[src/hdl/aowdt_regs.vh]
`ifndef AOWDT_REGS_VH
`define AOWDT_REGS_VH

// Register byte offsets
`define AOWDT_OFS_CONFIG      9'h000
`define AOWDT_OFS_COUNT       9'h008
`define AOWDT_OFS_SCALED      9'h010
`define AOWDT_OFS_FEED        9'h018
`define AOWDT_OFS_UNLOCK      9'h01c
`define AOWDT_OFS_THRESHOLD   9'h020

// Configuration field positions
`define AOWDT_CFG_SCALE_LSB   0
`define AOWDT_CFG_SCALE_MSB   3
`define AOWDT_CFG_RST_EN      8
`define AOWDT_CFG_AUTO_ZERO   9
`define AOWDT_CFG_RUN_ALWAYS  12
`define AOWDT_CFG_RUN_AWAKE   13
`define AOWDT_CFG_PENDING     28

// Widths
`define AOWDT_COUNT_W         31
`define AOWDT_SCALED_W        16
`define AOWDT_SCALE_W         4
`define AOWDT_ADDR_W          9

// Magic values
`define AOWDT_UNLOCK_VALUE    32'h0051f15e
`define AOWDT_FEED_VALUE      32'h0d09f00d

// Reset values
`define AOWDT_RST_COUNT       31'h00000000
`define AOWDT_RST_SCALE       4'h0
`define AOWDT_RST_THRESHOLD   16'hffff
`define AOWDT_RST_BIT         1'b0

// Nominal slow clock rate in Hz
`define AOWDT_SLOW_CLK_HZ     32768

`endif

[src/hdl/aowdt_timer.v]
// Function
// - Hold a 31-bit up-counter; bit 31 of the count reads as zero.
// - Counter runs on the slow clock, at most one step per cycle.
// - Increment by one only if an enabled condition is true, else hold.
// - Run-always bit makes the counter increment every cycle.
// - Run-while-awake bit increments only while core reset is not held.
// - Reset clears both run enables and the reset-fire enable.
// - Scaled count is the 16-bit slice starting at scale_select.
// - Scale zero gives the low bits; scale 15 divides by 2^15.
// - Scaled count is readable as one read-only 16-bit value.
// - Comparator asserts whenever scaled count is at or above threshold.
// - With auto-zero set, counter clears one cycle after comparator asserts.
// - Only with reset-fire enabled may the comparator request chip reset.
// - With reset-fire enabled, an unfed counter reaching threshold sends a reset request out.
// - Comparator output sets sticky match_pending, which flags an interrupt.
// - Software reads and writes match_pending, clearing it after unlock.
// - Writing 0x51F15E to the unlock address sets the unlock latch.
// - Unlock latch clears on reset and after any watchdog register write.
// - All registers readable at any time regardless of the latch.
// - Unlocked write of 0xD09F00D to feed port zeroes the counter.
// - Feed port holds no state and reads as zero.
// - Counter is readable and writable, writes needing unlock.
// - Reset request is one source of the widest always-on reset.
`timescale 1ns/1ps
`include "aowdt_regs.vh"

module aowdt_timer #(
   parameter CW = `AOWDT_COUNT_W,
   parameter SW = `AOWDT_SCALED_W,
   parameter AW = `AOWDT_ADDR_W
) (
   input  wire          clk,
   input  wire          nrst,
   input  wire          core_held_reset,
   input  wire          reg_sel,
   input  wire          reg_wr,
   input  wire [AW-1:0] reg_addr,
   input  wire [31:0]   reg_wdata,
   output reg  [31:0]   reg_rdata,
   output reg           reg_ack,
   output reg           match_pending_irq,
   output reg           guard_reset_req,
   output reg           unlocked,
   output reg           write_ignored
);

   // Configuration state
   reg [`AOWDT_SCALE_W-1:0] scale_q;
   reg [`AOWDT_SCALE_W-1:0] scale_d;
   reg                      rst_en_q;
   reg                      rst_en_d;
   reg                      auto_zero_q;
   reg                      auto_zero_d;
   reg                      run_always_q;
   reg                      run_always_d;
   reg                      run_awake_q;
   reg                      run_awake_d;
   reg                      pending_q;
   reg                      pending_d;

   // Counter, threshold and key latch
   reg [CW-1:0]             count_q;
   reg [CW-1:0]             count_d;
   reg [SW-1:0]             thr_q;
   reg [SW-1:0]             thr_d;
   reg                      unlock_q;
   reg                      unlock_d;

   // Bus answer and reset request
   reg [31:0]               rdata_d;
   reg                      fire_d;
   reg                      ignored_d;

   // Decode
   wire                     wr_any;
   wire                     rd_any;
   wire                     hit_cfg;
   wire                     hit_cnt;
   wire                     hit_scl;
   wire                     hit_feed;
   wire                     hit_key;
   wire                     hit_thr;
   wire                     hit_prot;
   wire                     wr_ok;
   wire                     key_match;
   wire                     feed_match;

   // Counter datapath and configuration view
   wire                     inc_en;
   wire [SW-1:0]            scaled;
   wire                     cmp_hit;
   wire [31:0]              cfg_view;

   // Address decode; scaled count is read-only, so not a protected target
   assign wr_any   = reg_sel & reg_wr;
   assign rd_any   = reg_sel & ~reg_wr;
   assign hit_cfg  = (reg_addr == `AOWDT_OFS_CONFIG);
   assign hit_cnt  = (reg_addr == `AOWDT_OFS_COUNT);
   assign hit_scl  = (reg_addr == `AOWDT_OFS_SCALED);
   assign hit_feed = (reg_addr == `AOWDT_OFS_FEED);
   assign hit_key  = (reg_addr == `AOWDT_OFS_UNLOCK);
   assign hit_thr  = (reg_addr == `AOWDT_OFS_THRESHOLD);
   assign hit_prot = hit_cfg | hit_cnt | hit_feed | hit_thr;

   // A protected write lands only when the latch was set beforehand
   assign wr_ok      = wr_any & hit_prot & unlock_q;
   assign key_match  = (reg_wdata == `AOWDT_UNLOCK_VALUE);
   assign feed_match = (reg_wdata == `AOWDT_FEED_VALUE);

   // Increment qualifiers; the core counts as asleep while held in reset
   assign inc_en = run_always_q |
                   (run_awake_q & ~core_held_reset);

   // Window select and compare live in their own leaf
   aowdt_scale_cmp #(
      .CW (CW),
      .SW (SW)
   ) u_scale_cmp (
      .count     (count_q),
      .scale     (scale_q),
      .threshold (thr_q),
      .scaled    (scaled),
      .hit       (cmp_hit)
   );

   // Configuration as software sees it; reserved bits stay zero
   assign cfg_view = {3'h0,
                      pending_q,
                      14'h0000,
                      run_awake_q,
                      run_always_q,
                      2'h0,
                      auto_zero_q,
                      rst_en_q,
                      4'h0,
                      scale_q};

   // Configuration next state
   always @* begin
      scale_d      = scale_q;
      rst_en_d     = rst_en_q;
      auto_zero_d  = auto_zero_q;
      run_always_d = run_always_q;
      run_awake_d  = run_awake_q;
      if (wr_ok && hit_cfg) begin
         scale_d      = reg_wdata[`AOWDT_CFG_SCALE_MSB:`AOWDT_CFG_SCALE_LSB];
         rst_en_d     = reg_wdata[`AOWDT_CFG_RST_EN];
         auto_zero_d  = reg_wdata[`AOWDT_CFG_AUTO_ZERO];
         run_always_d = reg_wdata[`AOWDT_CFG_RUN_ALWAYS];
         run_awake_d  = reg_wdata[`AOWDT_CFG_RUN_AWAKE];
      end
   end

   // Sticky pending bit; a match in the clearing cycle is never lost
   always @* begin
      pending_d = pending_q;
      if (wr_ok && hit_cfg) begin
         pending_d = reg_wdata[`AOWDT_CFG_PENDING];
      end
      if (cmp_hit) begin
         pending_d = 1'b1;
      end
   end

   // Counter next state: bus write, then feed, then auto-zero, then step.
   // Auto-zero acts at the edge after a hit, so the zero shows a cycle later.
   always @* begin
      count_d = count_q;
      if (wr_ok && hit_cnt) begin
         count_d = reg_wdata[CW-1:0];
      end else if (wr_ok && hit_feed && feed_match) begin
         count_d = `AOWDT_RST_COUNT;
      end else if (auto_zero_q && cmp_hit) begin
         count_d = `AOWDT_RST_COUNT;
      end else if (inc_en) begin
         count_d = count_q + {{(CW-1){1'b0}}, 1'b1};
      end
   end

   // Threshold next state; upper half of the word is reserved
   always @* begin
      thr_d = thr_q;
      if (wr_ok && hit_thr) begin
         thr_d = reg_wdata[SW-1:0];
      end
   end

   // Key latch: one unlock buys exactly one write to any watchdog register
   always @* begin
      unlock_d = unlock_q;
      if (wr_any && hit_key) begin
         unlock_d = key_match;
      end else if (wr_any && (hit_prot || hit_scl)) begin
         unlock_d = 1'b0;
      end
   end

   // Read mux; reads never depend on the latch
   always @* begin
      rdata_d = 32'h00000000;
      if (rd_any) begin
         case (reg_addr)
            `AOWDT_OFS_CONFIG: begin
               rdata_d = cfg_view;
            end
            `AOWDT_OFS_COUNT: begin
               rdata_d = {1'b0, count_q};
            end
            `AOWDT_OFS_SCALED: begin
               rdata_d = {16'h0000, scaled};
            end
            `AOWDT_OFS_FEED: begin
               rdata_d = 32'h00000000;
            end
            `AOWDT_OFS_UNLOCK: begin
               rdata_d = {31'h00000000, unlock_q};
            end
            `AOWDT_OFS_THRESHOLD: begin
               rdata_d = {16'h0000, thr_q};
            end
            default: begin
               rdata_d = 32'h00000000;
            end
         endcase
      end
   end

   // Reset request only with reset-fire enabled; the always-on reset it
   // causes clears this block too, so the request ends itself
   always @* begin
      fire_d = cmp_hit & rst_en_q;
   end

   // Flags a protected write dropped for lack of an unlock
   always @* begin
      ignored_d = wr_any & hit_prot & ~unlock_q;
   end

   // Configuration registers; run and fire enables come up cleared
   always @(posedge clk or negedge nrst) begin
      if (!nrst) begin
         scale_q      <= `AOWDT_RST_SCALE;
         rst_en_q     <= `AOWDT_RST_BIT;
         auto_zero_q  <= `AOWDT_RST_BIT;
         run_always_q <= `AOWDT_RST_BIT;
         run_awake_q  <= `AOWDT_RST_BIT;
      end else begin
         scale_q      <= scale_d;
         rst_en_q     <= rst_en_d;
         auto_zero_q  <= auto_zero_d;
         run_always_q <= run_always_d;
         run_awake_q  <= run_awake_d;
      end
   end

   // Sticky pending bit; kept apart so only the set and clear logic feed it
   always @(posedge clk or negedge nrst) begin
      if (!nrst) begin
         pending_q <= `AOWDT_RST_BIT;
      end else begin
         pending_q <= pending_d;
      end
   end

   // Counter; a cleared count after reset means no stale interval survives
   always @(posedge clk or negedge nrst) begin
      if (!nrst) begin
         count_q <= `AOWDT_RST_COUNT;
      end else begin
         count_q <= count_d;
      end
   end

   // Threshold; comes up at its highest value so a stray start fires late
   always @(posedge clk or negedge nrst) begin
      if (!nrst) begin
         thr_q <= `AOWDT_RST_THRESHOLD;
      end else begin
         thr_q <= thr_d;
      end
   end

   // Key latch; starts locked so nothing changes before an unlock
   always @(posedge clk or negedge nrst) begin
      if (!nrst) begin
         unlock_q <= `AOWDT_RST_BIT;
      end else begin
         unlock_q <= unlock_d;
      end
   end

   // Read data; zero in cycles without a read, so no stale word lingers
   always @(posedge clk or negedge nrst) begin
      if (!nrst) begin
         reg_rdata <= 32'h00000000;
      end else begin
         reg_rdata <= rdata_d;
      end
   end

   // Acknowledge one cycle after every access, reads and writes alike
   always @(posedge clk or negedge nrst) begin
      if (!nrst) begin
         reg_ack <= 1'b0;
      end else begin
         reg_ack <= reg_sel;
      end
   end

   // Interrupt takes the pending bit's next value, so both change together
   always @(posedge clk or negedge nrst) begin
      if (!nrst) begin
         match_pending_irq <= 1'b0;
      end else begin
         match_pending_irq <= pending_d;
      end
   end

   // Reset request; the always-on reset it causes also clears it
   always @(posedge clk or negedge nrst) begin
      if (!nrst) begin
         guard_reset_req <= 1'b0;
      end else begin
         guard_reset_req <= fire_d;
      end
   end

   // Mirror of the key latch for software and checks
   always @(posedge clk or negedge nrst) begin
      if (!nrst) begin
         unlocked <= 1'b0;
      end else begin
         unlocked <= unlock_d;
      end
   end

   // One-cycle pulse for a protected write dropped while locked
   always @(posedge clk or negedge nrst) begin
      if (!nrst) begin
         write_ignored <= 1'b0;
      end else begin
         write_ignored <= ignored_d;
      end
   end

endmodule // aowdt_timer

[src/hdl/aowdt_scale_cmp.v]
`timescale 1ns/1ps
`include "aowdt_regs.vh"

// Picks the 16-bit window of the count and compares it with the threshold
module aowdt_scale_cmp #(
   parameter CW = `AOWDT_COUNT_W,
   parameter SW = `AOWDT_SCALED_W
) (
   input  wire [CW-1:0]             count,
   input  wire [`AOWDT_SCALE_W-1:0] scale,
   input  wire [SW-1:0]             threshold,
   output wire [SW-1:0]             scaled,
   output wire                      hit
);

   wire [CW-1:0] shifted;

   // Window starts at bit position scale; scale 15 divides by 2^15
   assign shifted = count >> scale;

   // One slice bit per output bit
   genvar i;
   generate
      for (i = 0; i < SW; i = i + 1) begin : g_slice
         assign scaled[i] = shifted[i];
      end
   endgenerate

   // Greater-or-equal, not just equal, so a jump past the threshold still fires
   assign hit = (scaled >= threshold);

endmodule // aowdt_scale_cmp

[config.mk]
export PLATFORM = sky130hd
export DESIGN_NAME = aowdt_timer
export DESIGN_NICKNAME = d
export VERILOG_FILES = /design/src/hdl/aowdt_timer.v /design/src/hdl/aowdt_scale_cmp.v
export VERILOG_INCLUDE_DIRS = /design/src /design/src/hdl
export SDC_FILE = /design/constraint.sdc
export NUM_CORES = 1
export LEC_CHECK = 0
export ABC_AREA = 1
export BUFFER_PORTS_ARGS = -buffer_cell sky130_fd_sc_hd__buf_2
export CORE_MARGIN = 2
export CORE_UTILIZATION = 45
export CTS_CLUSTER_SIZE = 16
export DETAILED_ROUTE_END_ITERATION = 10
export GPL_TIMING_DRIVEN = 0
export PLACE_DENSITY = 0.64
export REMOVE_ABC_BUFFERS = 1
export SLEW_MARGIN = 20
export SYNTH_ARGS = -nofsm -noshare
export SYNTH_HDL_FRONTEND = slang
export SYNTH_SLANG_ARGS = --single-unit
[constraint.sdc]
create_clock -name clk -period 3.84 [get_ports clk]
set_input_delay 0.384 -clock clk [delete_from_list [all_inputs] [get_ports clk]]
set_output_delay 0.384 -clock clk [all_outputs]
set_load 0.1 [all_outputs]
# Word-level counts from Yosys, hierarchy flattened
# Index checks and enable logic that the tools add are counted.
[totals]
ff_bits = 92
latch_bits = 0
mem_bits_rw = 0
rom_bits = 0
wordCells = 60
n_memories = 0
[classes]
addsub = 1
n_mul = 0
div_mod_pow = 0
magnitude_cmp = 1
n_eq_ne = 7
shift = 1
muxes = 10
n_bitwise = 14
n_reduce_logical = 13
[ops]
columns = ["cell", "count"]
rows = [
  ["$mux 31", 5],
  ["$pmux 31 s5", 1],
  ["$eq 32x23->1 const B", 1],
  ["$eq 32x28->1 const B", 1],
  ["$add 31x1->31 const B", 1],
  ["$shr 31x4->16", 1],
  ["$eq 9x5->1 const B", 3],
  ["$ge 16x16->1", 1],
  ["$eq 9x4->1 const B", 1],
  ["$eq 9x6->1 const B", 1],
  ["$logic_not 9->1", 1],
  ["$logic_and 1x1->1", 8],
  ["$and 1x1->1", 7],
  ["$mux 1", 4],
  ["$or 1x1->1", 4],
  ["$reduce_bool 2->1", 2],
  ["$reduce_bool 4->1", 1],
  ["$not 1->1", 3],
  ["$logic_or 1x1->1", 1],
]

# Depth between registers and ports, before layout
[logic_depth]
depth_word = 10
mapped_depth = 26
mapped_depth_nobuf = 24

# Cells and area by module
# A second synthesis with hierarchy kept.
[hier_totals]
cells_unflattened = 1121
area_unflattened_um2 = 7094.3
[by_module_without_submodules]
columns = ["mod", "n_inst", "cells_each", "area_per_inst_um2", "seq_area_each_um2"]
rows = [
  ["aowdt_timer", 1, 792, 5541.6, 2297.2],
  ["aowdt_scale_cmp", 1, 329, 1552.7, 0.0],
]

# Worst setup path after synthesis
# Ideal clock, no wire load.
[synth_path]
path_kind = "register -> register"
from = "reg scale_q[0]"
to = "reg count_q[0]"
setup_ns = 0.116
arrival_ns = 2.636
t_required_ns = 3.724
setup_slack_ns = 1.088
path_stages_with_launch = 24
synth_period_minus_slack_ns = 2.752
cell_sequence = "dfrtp_1 > buf_2 > buf_6 > o21ai_0 > nand2_1 > o21ai_1 > nand2_1 > nand2_1 > nor2_1 > a21oi_1 > ha_1 > nand2_1 > inv_1 > o21ai_0 > nand2_1 > nor2_1 > nand3_1 > nand2_1 > nand2_4 > nor2_4 > inv_2 > buf_4 > nand2_1 > nand2_1"
[synth_via]
elab_chain_len = 6
word_cells_on_any_way = 7
classes_between = "1 x order compare; 1 x shift; 3 x mux; 2 x reduce/logical"
[synth_lines]
columns = ["element", "line", "text"]
rows = [
  ["from (decl)", "aowdt_timer.v:48", "reg [`AOWDT_SCALE_W-1:0] scale_q;"],
  ["from (signal assigned)", "aowdt_timer.v:242", "scale_q <= `AOWDT_RST_SCALE;"],
  ["from (signal assigned)", "aowdt_timer.v:248", "scale_q <= scale_d;"],
  ["$shr 31x4->16 *", "aowdt_scale_cmp.v:19", "assign shifted = count >> scale;"],
  ["$ge 16x16->1 *", "aowdt_scale_cmp.v:30", "assign hit = (scaled >= threshold);"],
  ["$logic_and 1x1->1 *", "aowdt_timer.v:173", "end else if (auto_zero_q && cmp_hit) begin"],
  ["$mux 31", "aowdt_timer.v:173", ""],
  ["$mux 31", "aowdt_timer.v:171", "end else if (wr_ok && hit_feed && feed_match) begin"],
  ["$mux 31", "aowdt_timer.v:169", "if (wr_ok && hit_cnt) begin"],
  ["to (signal assigned)", "aowdt_timer.v:268", "count_q <= `AOWDT_RST_COUNT;"],
  ["to (signal assigned)", "aowdt_timer.v:270", "count_q <= count_d;"],
  ["to (decl)", "aowdt_timer.v:62", "reg [CW-1:0] count_q;"],
]
# Every way passes the cells marked *; elsewhere a longest branch is shown, timed or not.
# A chain may end at the register's enable or synchronous reset.

# Worst setup path after layout
[layout_path]
from = "reg scale_q[2]"
to = "reg count_q[3]"
# The elaborated chain is that of the path after synthesis.

==> summary.txt <==
drt first pass iters -> 8
sw power -> 0.0004485 W
uppermost routed layer -> met4
Cell Pwr Density -> 263.8 nW/um2
Rel. slew slack -> 25.77%
crit share post-route -> 97.01%
max-cap violations -> 0
CP cell instances -> clkinvlp_2 > o21ai_0 > o21ai_0 > ha_1 > a21o_1 > nor2_1 > nand2_1 > nand2_1 > nand3_2 > nand2_4 > nand2_8 > nor2_4 > buf_6 > nand2_1 > nand2_1 > inv_1
Routed Antenna Nets -> 0
met2 WL post-DR -> 10640 um
RD Place Congestion -> 0.9951
TritonCTS buffer count -> 9
initial core utilization -> 46.25%
core area -> 14590 um2
post-DP HPWL -> 16430 um
detailed-route wire length -> 23440 um
per-cell routed wire length -> 18.17 um
register clock-pin slew on the reported worst setup and hold paths -> 70 ps
Mean Syn Cell Area -> 6.433 um2
Clk pwr share -> 47.7%
Rows -> 44
H-tree levels -> 3
fin cells -> 1290
arrival time at the worst endpoint -> 3970 ps
Slew @ Worst Pin -> 1106 ps
Primary FF master, synth -> dfrtp_1
crit path kind -> reg2reg
CTS tree -> yes
sequential fraction of the synthesis area -> 34.04%
total number of yosys warnings -> 0
Leak -> 3.788 nW
Area growth, synth to finish -> 13.55%
Die Height -> 126.5 um
initial antenna violation count -> 0
internal power -> 0.001573 W
Via-to-Cell Ratio -> 5.502
Hold Crit Class -> in2reg
Synth Register Bits -> 91
maximum vdd drop -> 314.1 uV
I/O pins -> 83
Clock Latency Late Sink -> 360 ps
CP bufs+invs -> 3
crit-path max cell delay -> 630 ps
vias in the first global route -> 6444
Reg power frac -> 47.5%
# DRC -> 0
ANT cells -> 0
Setup Skew -> 9.664 ps
Nets -> 1164
Port Buf Inserts -> 81
Crit path max-delay family -> simple AND/OR/NAND/NOR gates
crit start category -> flop
Final Hold Fails -> 0
worst path required time -> 4090 ps
synthesized netlist cell count -> 1049
slowest CP cell -> dfrtp_2
Sw Share -> 22.19%
area of the mapped netlist -> 6748 um2
die area -> 15990 um2
CP max FO -> 20
distinct cell type count after synthesis -> 44
share of cells above drive strength 1 -> 15.28%
ys async rst share -> 100.0%
final setup fails -> 0
TNS Setup -> 0 ps
GR Overflow Total -> 0
detailed-route via count -> 7097
Period minus WS final -> 3725 ps
status -> finished, final reports clean
die width -> 126.5 um
Fmax -> 268.4 MHz
Max Slew Vio Count -> 0
DP Cell Count -> 1257
gr usage total -> 29.25%
clk sinks -> 91
most used cell, CP -> nand2_1
Post-synth EDFFs -> 0
Worst setup EP type -> flop
initial drt markers -> 558
Bufs on Longest Clock Path -> 2
DRT met1 WL -> 10400 um
first-pass GRT wire length -> 36250 um
largest net degree at the start of global routing -> 49
routed wl met3 -> 1825 um
CTS Root Cell -> clkbuf_16
Gate power share -> 4.8%
## what timing repair did
item,4_1_cts,5_1_grt
pin swaps,2,2
gates resized for setup,15,8
cloned,3,1
endpoints found under the setup margin,33,31
endpoints found under the hold margin,40,0
hold buffers,1,0
buffers inserted,10,2
## placed cells by master (no fill, tap or decap), types with 6 or more instances in the layout
cell / instances
o211ai_1: 7
a21oi_1: 43
o22ai_1: 11
mux2i_1: 6
ha_1: 17
inv_2: 6
buf_2: 80
nand4_1: 18
nor2_1: 79
nand3_1: 54
a31oi_1: 6
o21ai_0: 86
dfstp_2: 16
buf_4: 8
clkbuf_16: 9
nor2_2: 7
inv_1: 97
dfrtp_1: 72
nand2_1: 376
nor3_1: 20
o21ai_1: 24
## kinds of logic after synthesis
logic type,count (synthesis),synth area share [%]
AND/OR/NAND/NOR,579,36.03
AO/OA/AOI/OAI,186,14.74
buffers and inverters,165,10.57
flip-flops,91,34.04
adder cells (fa/ha/maj),17,3.152
multiplexers,6,0.8901
XOR/XNOR,4,0.5191
other,1,0.05557
## power by group through the flow
| stage | Combinational [W] | Sequential (W) | Clock, W |
|---|---|---|---|
| 2_1_floorplan | 0.0000223 | 0.000982 | 0 |
| 3_3_place_gp | 0.0000918 | 0.000977 | 0 |
| 3_5_place_dp | 0.0000967 | 0.000977 | 0 |
| 4_1_cts | 0.0000978 | 0.000960 | 0.000981 |
| 5_1_grt | 0.000108 | 0.000959 | 0.00101 |
| 6_report | 0.0000969 | 0.000960 | 0.000965 |
## synth_stat cells, drive strengths merged, types with 4 or more instances
library cell  number  share of area (%)
inv              106                5.9
a31oi              6               0.56
dfrtp             75                 28
a21oi             44                3.3
nor2              89                5.4
nand3             58                4.5
o211ai             7               0.78
ha                17                3.2
clkbuf            20                1.2
o21ai            110                8.2
o22ai             12                1.1
buf               38                3.4
nor3              22                1.9
xor2               4               0.52
mux2i              6               0.89
nand4             19                1.9
dfstp             16                6.2
nand2            382                 21
## metrics by stage
step / util, % / total power, W / area [um2] / hold slack (ps) / setup slack (ps)
floorplan: - / 0.001005 / 6436 / 88.41 / -18.37
global placement: 48.47 / 0.001069 / 7072 / 477.2 / -1943
detailed placement: 48.73 / 0.001074 / 7109 / 341.2 / -1914
CTS: 52.17 / 0.002038 / 7611 / 158.6 / 62.99
global route: 52.52 / 0.002081 / 7662 / 165.5 / -4.035
finish: 52.52 / 0.002022 / 7662 / 165.6 / 114.9
## worst paths after layout
kind                       cells past startpoint  slack (ps)  startpoint           to
min in group asynchronous                      2         520        nrst  run_awake_q
min reg2reg                                    2         490    thr_q[1]     thr_q[1]
max                                           16         110  scale_q[2]   count_q[3]
min                                            1         170     reg_sel      reg_ack
max reg2reg                                   16         110  scale_q[2]   count_q[3]
max in group asynchronous                      3        2670        nrst     thr_q[0]
## layout make-up
type                    count  area [um2]
multi-input cells         795        3801
fillers                  1493        6927
clock inverters             5       77.57
well taps                 184       230.2
repair inverters            2       12.51
inverters                 107       416.7
repair buffers             95       575.6
flip-flops and latches     91        2306
clock buffers              11       242.7
## flip-flops by register name, summed over array words and instances, names as in the netlist
signal	count
count_q	31
reg_rdata	31
thr_q	16
scale_q	4
auto_zero_q	1
guard_reset_req	1
match_pending_irq	1
reg_ack	1
rst_en_q	1
run_always_q	1
run_awake_q	1
unlocked	1
write_ignored	1
## routing by layer
| layer | GRT usage (%) | vias to the layer above |
|---|---|---|
| li1 | - | 3482 |
| met1 | 40.62 | 3284 |
| met2 | 46.49 | 292 |
| met3 | 5.652 | 39 |
| met4 | 8.597 | 0 |
| met5 | 0 | - |
## worst reg2reg max path: stages (launching register included)
cell and delay [ps]:
dfrtp_2 630, clkinvlp_2 630, o21ai_0 310, o21ai_0 180, ha_1 330, a21o_1 190
nor2_1 130, nand2_1 70, nand2_1 70, nand3_2 160, nand2_4 170, nand2_8 130
nor2_4 190, buf_6 240, nand2_1 80, nand2_1 70, inv_1 30
Note: power is estimated with default switching activity, not from simulation.
